`config.mk`:
```
export PLATFORM = sky130hd
export DESIGN_NAME = pacm_port_a
export DESIGN_NICKNAME = d
export VERILOG_FILES = /design/src/rtl/pacm_pkg.sv /design/src/rtl/pacm_port_a.sv
export VERILOG_INCLUDE_DIRS = /design/src /design/src/rtl
export SDC_FILE = /design/constraint.sdc
export NUM_CORES = 1
export LEC_CHECK = 0
export BUFFER_PORTS_ARGS = -buffer_cell sky130_fd_sc_hd__buf_2
export CORE_ASPECT_RATIO = 0.7
export CORE_MARGIN = 4
export CORE_UTILIZATION = 55
export CTS_BUF_LIST = sky130_fd_sc_hd__clkbuf_16
export CTS_CLUSTER_DIAMETER = 40
export DETAILED_ROUTE_END_ITERATION = 12
export HOLD_SLACK_MARGIN = 0.12
export PLACE_DENSITY_LB_ADDON = 0.08
export SLEW_MARGIN = 20
export SYNTH_ARGS = -nofsm -noshare
export SYNTH_HDL_FRONTEND = slang
export SYNTH_SLANG_ARGS = --single-unit
```
`constraint.sdc`:
```
create_clock -name clk -period 4.02 [get_ports clk]
set_clock_uncertainty 0.05 [all_clocks]
set_input_delay 0.804 -clock clk [delete_from_list [all_inputs] [get_ports clk]]
set_output_delay 0.804 -clock clk [all_outputs]
set_load 0.01 [all_outputs]
```
`src/rtl/pacm_params.svh`:
```
// register offsets, field positions and reset values of the port A pin configuration block
`ifndef PACM_PARAMS_SVH
`define PACM_PARAMS_SVH
`define PACM_ADDR_DATA      16'hf250
`define PACM_ADDR_DIR       16'hf251
`define PACM_ADDR_CFG_LOW   16'hf252
`define PACM_ADDR_CFG_HIGH  16'hf253
`define PACM_ADDR_FUNC      16'hf254
`define PACM_RST_BYTE       8'h00
`define PACM_FUNC_MASK      8'h0f
`define PACM_BIT_SER_RX     0
`define PACM_BIT_SER_CLK    1
`define PACM_BIT_SER_TX     2
`define PACM_BIT_PWM        3
`define PACM_CODE_HIZ       2'h0
`define PACM_CODE_PCH       2'h1
`define PACM_CODE_NCH       2'h2
`define PACM_CODE_CMOS      2'h3
`endif

```
`src/rtl/pacm_pkg.sv`:
```
// types shared by the port A pin configuration block
package pacm_pkg;
   typedef enum logic [1:0] {
      PACM_DRV_HIZ,
      PACM_DRV_PCH,
      PACM_DRV_NCH,
      PACM_DRV_CMOS
   } pacm_drive_e;

   typedef struct packed {
      logic       serial_tx_data;
      logic       serial_clk_out;
      logic       serial_clk_oe;
      logic       pulse_width_out_zero;
   } pacm_periph_s;

   typedef struct packed {
      logic       addr_sel_ok;
      logic [7:0] wdata;
   } pacm_unused_s;
endpackage : pacm_pkg

```
`src/rtl/pacm_port_a.sv`:
```
// port A pin electrical mode selection and secondary function routing
`timescale 1ns/100ps
`include "pacm_params.svh"

// Notes on behaviour
// - output direction code picks hi-z, p-open-drain, n-open-drain or push-pull drive.
// - input direction code picks hi-z, pull-down, pull-up, or hi-z.
// - hi-z output switches off both high and low drivers.
// - direction 0 uses the output meaning, direction 1 the input meaning.
// - control pair byte or word accessible at lower address, resets to zero.
// - function bit 0 routes pin 0 to serial receive data.
// - function bit 1 routes pin 1 to the bidirectional serial clock.
// - function bit 2 routes pin 2 to serial transmit data.
// - function bit 3 routes pin 3 to the first pwm output.
// - function register byte wide, resets zero, upper four bits read zero.
// - output-mode general pin drives its data register bit.
// - input-mode data read returns pin levels; writes stored only.
// - direction bits reset to 0 meaning output; 1 means input.
module pacm_port_a
   import pacm_pkg::*;
#(
   parameter int NPINS = 8
) (
   // clock and reset
   input  wire logic               clk,
   input  wire logic               rst_n,
   // special function register bus
   input  wire logic [15:0]        sfr_addr,
   input  wire logic               sfr_wr,
   input  wire logic               sfr_rd,
   input  wire logic               sfr_word,
   input  wire logic [15:0]        sfr_wdata,
   output logic      [15:0]        sfr_rdata,
   // on-chip peripherals
   input  wire pacm_periph_s       periph,
   output logic                    serial_rx_data,
   output logic                    serial_shift_clock_in,
   // pins
   input  wire logic [NPINS-1:0]   pad_in,
   output logic      [NPINS-1:0]   pad_out,
   output logic      [NPINS-1:0]   pad_oe,
   output logic      [NPINS-1:0]   pad_pull_up,
   output logic      [NPINS-1:0]   pad_pull_down
);

   // elaboration stop: the register map has room for eight pins at most
   if (NPINS < 4 || NPINS > 8) begin : g_npins_check
      $error("pacm_port_a: NPINS must be 4 to 8");
   end

   typedef struct packed {
      logic [7:0]  data;
      logic [7:0]  dir;
      logic [15:0] cfg;
      logic [7:0]  func;
      logic [7:0]  sync1;
      logic [7:0]  sync2;
      logic [15:0] rdata;
      logic [7:0]  out;
      logic [7:0]  oe;
      logic [7:0]  pu;
      logic [7:0]  pd;
      logic        rx;
      logic        sck_in;
   } pacm_state_s;

   pacm_state_s s_q, s_d;

   function automatic logic [7:0] pin_mask();
      return 8'((16'h1 << NPINS) - 16'h1);
   endfunction : pin_mask

   // byte read mux, shared by both halves of a word access
   function automatic logic [7:0] rd_byte(input pacm_state_s s, input logic [15:0] a);
      logic [7:0] r;
      r = 8'h00;
      case (a)
         `PACM_ADDR_DATA:     r = ((s.data & ~s.dir) | (s.sync2 & s.dir)) & pin_mask();
         `PACM_ADDR_DIR:      r = s.dir & pin_mask();
         `PACM_ADDR_CFG_LOW:  r = s.cfg[7:0];
         `PACM_ADDR_CFG_HIGH: r = s.cfg[15:8];
         `PACM_ADDR_FUNC:     r = s.func & `PACM_FUNC_MASK;
         default:             r = 8'h00;
      endcase
      return r;
   endfunction : rd_byte

   // electrical controls of one pad
   typedef struct packed {
      logic oe;
      logic pu;
      logic pd;
   } pacm_pad_s;

   // one pin's code read against its direction; used for every pin
   function automatic pacm_pad_s pad_decode(input logic [1:0] c,
                                            input logic       d,
                                            input logic       v);
      pacm_pad_s p;
      p = '0;
      if (!d) begin
         case (pacm_drive_e'(c))
            PACM_DRV_HIZ:  p.oe = 1'b0;
            // open drain: enable follows the value (p-channel) or its inverse (n-channel), so only one rail is ever driven
            PACM_DRV_PCH:  p.oe = v;
            PACM_DRV_NCH:  p.oe = ~v;
            PACM_DRV_CMOS: p.oe = 1'b1;
            default:       p.oe = 1'b0;
         endcase
      end else begin
         // codes 00 and 11 both leave the input floating
         case (c)
            `PACM_CODE_PCH: p.pd = 1'b1;
            `PACM_CODE_NCH: p.pu = 1'b1;
            default:        p.pd = 1'b0;
         endcase
      end
      return p;
   endfunction : pad_decode

   always_comb begin
      logic [15:0] hi_addr;
      logic [7:0]  eff_val;
      logic [7:0]  eff_dir;
      logic [1:0]  code;
      logic [7:0]  rd_lo;
      logic [7:0]  rd_hi;
      pacm_pad_s   pad;
      hi_addr = 16'(sfr_addr + 16'h1);
      eff_val = 8'h00;
      eff_dir = 8'h00;
      code    = 2'h0;
      rd_lo   = 8'h00;
      rd_hi   = 8'h00;
      pad     = '0;
      s_d     = s_q;
      // two flops: pad levels are asynchronous, the first flop may go metastable
      s_d.sync1 = 8'(pad_in);
      s_d.sync2 = s_q.sync1;

      if (sfr_wr) begin
         case (sfr_addr)
            `PACM_ADDR_DATA: s_d.data = sfr_wdata[7:0] & pin_mask();
            `PACM_ADDR_DIR:  s_d.dir  = sfr_wdata[7:0] & pin_mask();
            `PACM_ADDR_CFG_LOW: begin
               s_d.cfg[7:0] = sfr_wdata[7:0];
               if (sfr_word) begin
                  s_d.cfg[15:8] = sfr_wdata[15:8];
               end
            end
            `PACM_ADDR_CFG_HIGH: s_d.cfg[15:8] = sfr_wdata[7:0];
            `PACM_ADDR_FUNC:     s_d.func = sfr_wdata[7:0] & `PACM_FUNC_MASK;
            default: ;
         endcase
      end

      // read data is registered and held until the next read
      rd_lo = rd_byte(s_q, sfr_addr);
      if (sfr_word && sfr_addr == `PACM_ADDR_CFG_LOW) begin
         rd_hi = rd_byte(s_q, hi_addr);
      end
      if (sfr_rd) begin
         s_d.rdata = {rd_hi, rd_lo};
      end

      // value and direction per pin, peripherals overriding the port path
      eff_val = s_q.data;
      eff_dir = s_q.dir;
      if (s_q.func[`PACM_BIT_SER_RX]) begin
         eff_dir[0] = 1'b1;
      end
      if (s_q.func[`PACM_BIT_SER_CLK]) begin
         eff_val[1] = periph.serial_clk_out;
         eff_dir[1] = ~periph.serial_clk_oe;
      end
      if (s_q.func[`PACM_BIT_SER_TX]) begin
         eff_val[2] = periph.serial_tx_data;
         eff_dir[2] = 1'b0;
      end
      if (s_q.func[`PACM_BIT_PWM]) begin
         eff_val[3] = periph.pulse_width_out_zero;
         eff_dir[3] = 1'b0;
      end
      for (int i = 0; i < 8; i++) begin
         code = s_q.cfg[2*i +: 2];
         s_d.out[i] = eff_val[i];
         s_d.oe[i]  = 1'b0;
         s_d.pu[i]  = 1'b0;
         s_d.pd[i]  = 1'b0;
         if (i >= NPINS) begin
            // pins beyond the port stay dark whatever the registers hold
            s_d.out[i] = 1'b0;
         end else begin
            pad       = pad_decode(code, eff_dir[i], eff_val[i]);
            s_d.oe[i] = pad.oe;
            s_d.pu[i] = pad.pu;
            s_d.pd[i] = pad.pd;
         end
      end
      // routed inputs read zero while the pin serves the port
      s_d.rx     = s_q.sync2[0] & s_q.func[`PACM_BIT_SER_RX];
      s_d.sck_in = s_q.sync2[1] & s_q.func[`PACM_BIT_SER_CLK];

      // synchronous reset last, so it overrides every update above
      if (!rst_n) begin
         s_d = '0;
      end
   end

   always_ff @(posedge clk) begin
      s_q <= s_d;
   end

   assign sfr_rdata             = s_q.rdata;
   assign serial_rx_data        = s_q.rx;
   assign serial_shift_clock_in = s_q.sck_in;
   assign pad_out               = s_q.out[NPINS-1:0];
   assign pad_oe                = s_q.oe[NPINS-1:0];
   assign pad_pull_up           = s_q.pu[NPINS-1:0];
   assign pad_pull_down         = s_q.pd[NPINS-1:0];

endmodule : pacm_port_a

```
# After elaboration in Yosys (flattened, before gate mapping)
# Index checks and enable logic that the tools add are counted.
dict set report totals {
  mem_count 0
  mem_bits_ro 0
  ff_bits 102
  inputBits 49
  elab_cells 154
  latchBits 0
  mem_bits_rw 0
  output_inout_bits 50
}
dict set report op_classes {
  mux 36
  eq_ne 35
  div 0
  n_mul 0
  add_sub_neg 1
  magnitude_cmp 0
  shift 0
  n_bitwise 16
  reduce_logical 31
}
# cell n
set op_table {}
lappend op_table {{$eq A16 B16 Y1 const B} 10}
lappend op_table {{$pmux W8 S5} 2}
lappend op_table {{$eq A2 B2 Y1 const B} 16}
lappend op_table {{$pmux W1 S4} 8}
lappend op_table {{$reduce_and A2 Y1} 12}
lappend op_table {{$mux W1} 23}
lappend op_table {{$add A16 B1 Y16 const B} 1}
lappend op_table {{$and A8 B8 Y8} 2}
lappend op_table {{$eq A2 B1 Y1 const B} 8}
lappend op_table {{$logic_not A2 Y1} 8}
lappend op_table {{$mux W8} 2}
lappend op_table {{$pmux W8 S2} 1}
lappend op_table {{$reduce_or A2 Y1} 8}
lappend op_table {{$not A1 Y1} 10}
lappend op_table {{$not A8 Y8} 1}
lappend op_table {{$or A8 B8 Y8} 1}
lappend op_table {{$reduce_and A3 Y1} 1}
lappend op_table {{$and A1 B1 Y1} 2}
lappend op_table {{$ne A2 B2 Y1 const B} 1}
lappend op_table {{$reduce_bool A2 Y1} 1}
lappend op_table {{$logic_and A1 B1 Y1} 1}

# Depth between registers and ports, before layout
dict set report depth {
  depth_word 5
  ltp_mapped 7
}

# Worst setup path after synthesis
# Ideal clock, no wire load.
dict set report synth_timing {
  path_kind {input -> register}
  startpoint {input port sfr_addr[7]}
  endpoint {register s_q[83] (netlist bit)}
  path_slack_ns 1.582
  arrival_time_ns 2.272
  path_stages 7
  required_ns 3.854
  path_cell_list {nand4bb_1 buf_2 nor4_4 buf_2 mux2_2 mux2i_1 nor2b_1}
}
dict set report synth_via {
  elab_chain_len 3
  elab_cells_between_ends 6
  cone_classes {eq/ne: 3; mux: 1; reduce/logical: 2}
}
# item line
set synth_rtl {}
lappend synth_rtl {{start: declaration} pacm_port_a.sv:28} ;# input wire logic [15:0] sfr_addr,
lappend synth_rtl {{$eq A16 B16 Y1} pacm_port_a.sv:142} ;# case (sfr_addr)
lappend synth_rtl {{$ne A2 B2 Y1 (no source line) or $reduce_bool A2 Y1 (tied branches)} n/a}
lappend synth_rtl {{$reduce_and A3 Y1 (no source line)} n/a}
lappend synth_rtl {{end signal: assignment} pacm_port_a.sv:211} ;# s_q <= s_d;
lappend synth_rtl {{end: declaration} pacm_port_a.sv:67} ;# pacm_state_s s_q, s_d;
# Parallel ways exist; a longest one is shown, timed or not.
# A chain may end at the register's enable or synchronous reset.

# Worst setup path in the final report
dict set report layout_timing {
  startpoint {input port sfr_addr[8]}
  endpoint {register s_q[85] (netlist bit)}
}
# Same word-level chain as after synthesis.

==> impl_metrics.py <==
metrics = {
    "clock_network": {
        "cts_hold_buffers": 0,
        "root_buffer": "clkbuf_16",
        "clock-sinks": 102,
        "cts.clk_slew.worst_paths_ns": 0.07,
        "cts_buffers": 9,
        "h-tree-depth": 3,
        "post_cts_resized": 0,
        "postCtsSetupRepairBufs": 0,
        "clock_latency_ns": 0.35,
        "cts_tree": "done",
        "cts.path.max_buffers": 2,
    },
    "power": {
        "power_mw": 1.91,
        "p_per_area_mw_per_mm2": 371,
        "irDropWorstVdd_mv": 0.336,
        "cellLeakagePower_nw": 2.02,
    },
    "synthesis": {
        "synth_seq_cells": 102,
        "synth-compound-area-share_pct": 11.7,
        "synth_top_family_by_area": "simple AND/OR/NAND/NOR gates",
        "avgSynthCellArea_um2": 9.68,
        "ys_seq_area_share_pct": 43.1,
        "synthArstFlopShare_pct": 0,
        "yosys_warnings": 0,
        "ys.flop_type": "dfxtp_1",
        "synth_xor_area_share_pct": 0,
        "synthCells": 490,
        "synth_edf_count": 0,
        "syn_area_mm2": 0.00474,
        "netlist.area_leader.share_pct": 43.1,
        "synthAdderAreaFrac_pct": 0,
        "yosysTopAreaCell": "dfxtp_1",
        "synth-simple-area-share_pct": 23.5,
        "synth_top_cells_by_area": "dfxtp_1 43%, buf_4 8.1%, mux2i_1 6.8%, nand2_1 4.1%, nor3b_1 3.8%",
        "ys_types": 48,
        "synth.mux.area_fraction_pct": 10.6,
        "synth_nets": 539,
    },
    "route": {
        "drtAntennaViolNets": 0,
        "drc": 0,
        "wl_per_cell_um": 18.2,
        "dr_total_vias": 3624,
        "first_pass_iters": 4,
        "wirelength_um": 11500,
        "drt_iter0_drc": 274,
        "via_per_inst": 5.72,
    },
    "worst_hold_path": {
        "holdPathEnd": "s_q[54]",
        "min_path_cells": 1,
        "min_path_type": "reg -> reg",
        "worstHoldStart": "s_q[62]",
    },
    "final_layout": {
        "final_common_cell": "dfxtp_1",
        "layout_common_cells": "102 x dfxtp_1, 98 x buf_2, 52 x nand2_1, 32 x mux2i_1",
        "drive_gt1_share_pct": 26.7,
        "fin_util_pct": 61.1,
        "syn_to_final_growth_pct": 8.39,
        "antennaDiodeCount": 0,
        "nets": 574,
        "instances_no_fill": 634,
    },
    "sta": {
        "whs_ns": 0.382,
        "setup_viol": 0,
        "max_slew.worst_pin.slew_ns": 1.11,
        "final-hold-violation-count": 0,
        "min_period_ns": 2.90,
        "slew_viol_final": 0,
        "max_freq_mhz": 345,
        "slew_headroom_pct": 26.2,
        "tns_ns": 0,
        "rsz0062_at_grt": "no",
        "fin_crit_sh_pct": 72.2,
    },
    "global_route": {
        "grt_pass1_vias": 3373,
        "grt_pass1_wl_um": 17900,
        "grt_max_degree": 68,
        "grt_use_total_pct": 22.7,
        "antenna_found_initial": 0,
        "grt_remaining_overflow": 0,
    },
    "run": {
        "drv_cap": 0,
    },
    "place": {
        "dp_cells": 619,
        "place_congestion": 0.883,
        "numPortBuffers": 98,
        "post-dp-hpwl_um": 8500,
    },
    "die": {
        "start_util_pct": 56.4,
        "num_io_pins": 99,
        "die-width_um": 119,
        "dieArea_mm2": 0.0102,
        "rows": 28,
        "core-area_mm2": 0.00841,
        "die_h_um": 85.7,
    },
    "setup_path": {
        "reg2regPathDepth": 4,
        "r2r_slack_ns": 2.37,
        "r2r_end": "sfr_rdata[11]",
        "crit_path_end_kind": "register",
        "cp.required_ns": 4.21,
        "crit_arrival_ns": 3.10,
        "reg2reg_from": "s_q[93]",
        "cp-start-kind": "input pin",
        "critical_path_class": "in -> reg",
        "crit_path_max_fanout": 13,
    },
    "status": {
        "status": "finished, final reports clean",
    },
}
[report_power, final]
group / switching, mW / total [mW] / leakage, nW / internal, mW
Combinational: 0.0514 / 0.0921 / 1.06 / 0.0407
Sequential: 0.00445 / 1.02 / 0.825 / 1.02
Clock: 0.375 / 0.790 / 0.133 / 0.415
[per-layer routing]
layer	track usage [%]	part of all wire [%]
met1	34.0	49
met2	30.6	41
met3	6.00	8.5
met4	9.46	2.2
met5	0	0
[flip-flops by register name (all words and copies together) (netlist names)]
| signal | cells |
|---|---|
| pad_pull_down | 8 |
| pad_out | 8 |
| s_q | 52 |
| serial_shift_clock_in | 1 |
| serial_rx_data | 1 |
| sfr_rdata | 16 |
| pad_oe | 8 |
| pad_pull_up | 8 |
[worst max-delay path, cell delays in order]
cell      delay (ns)
buf_2           0.09
nand4b_1        0.44
nor4_4          0.84
a22oi_1         0.55
mux2i_1         0.30
nor2b_1         0.06
[Yosys cell counts, drive strengths merged (2+ instances only)]
master and instances:
mux4 3, mux2i 32, dfxtp 102, nor3b 24, a22oi 5, o22ai 4, nand3 5, nor3 3
inv 3, a222oi 5, nand4 2, a21boi 20, or4b 2, buf 62, o21ai 18, nor4b 4
nand2 52, nand3b 2, a31oi 6, a22o 4, a32o 2, nand4bb 3, and2 25, nor4 9
nor2 16, and3 3, a21oi 17, mux2 10, nor2b 23, or4 3, clkbuf 16
[final cells by class]
class	count	area, um^2
inverters	3	11.3
clock buffers	9	225
well taps	105	131
flip-flops and latches	102	2040
multi-input cells	307	2170
fillers	761	3270
clock inverters	6	38.8
repair buffers	102	520
[how the worst max path moves through the flow]
| stage | cells after the start | slack (ns) | endpoint | from |
|---|---|---|---|---|
| 2_1_floorplan | 7 | 1.58 | s_q[83] | sfr_addr[7] |
| 3_3_place_gp | 6 | 0.87 | s_q[89] | sfr_addr[8] |
| 3_5_place_dp | 6 | 0.72 | s_q[85] | sfr_addr[8] |
| 4_1_cts | 6 | 1.10 | s_q[83] | sfr_addr[8] |
| 5_1_grt | 6 | 0.91 | s_q[89] | sfr_addr[8] |
| 6_report | 6 | 1.12 | s_q[85] | sfr_addr[8] |
[per-stage QoR]
step	worst slack [ns]	cell area [um^2]
after floorplan	1.58	4740
after global placement	0.866	4870
after detailed placement	0.719	4870
after CTS	1.10	5140
after global routing	0.911	5140
final	1.12	5140
[kinds of logic after synthesis]
family	after synthesis
and+or+nand+nor	178
muxes	45
DFF	102
AOI/OAI and AO/OA	84
buffers and inverters	81
Power figures use the tool's default switching activity.
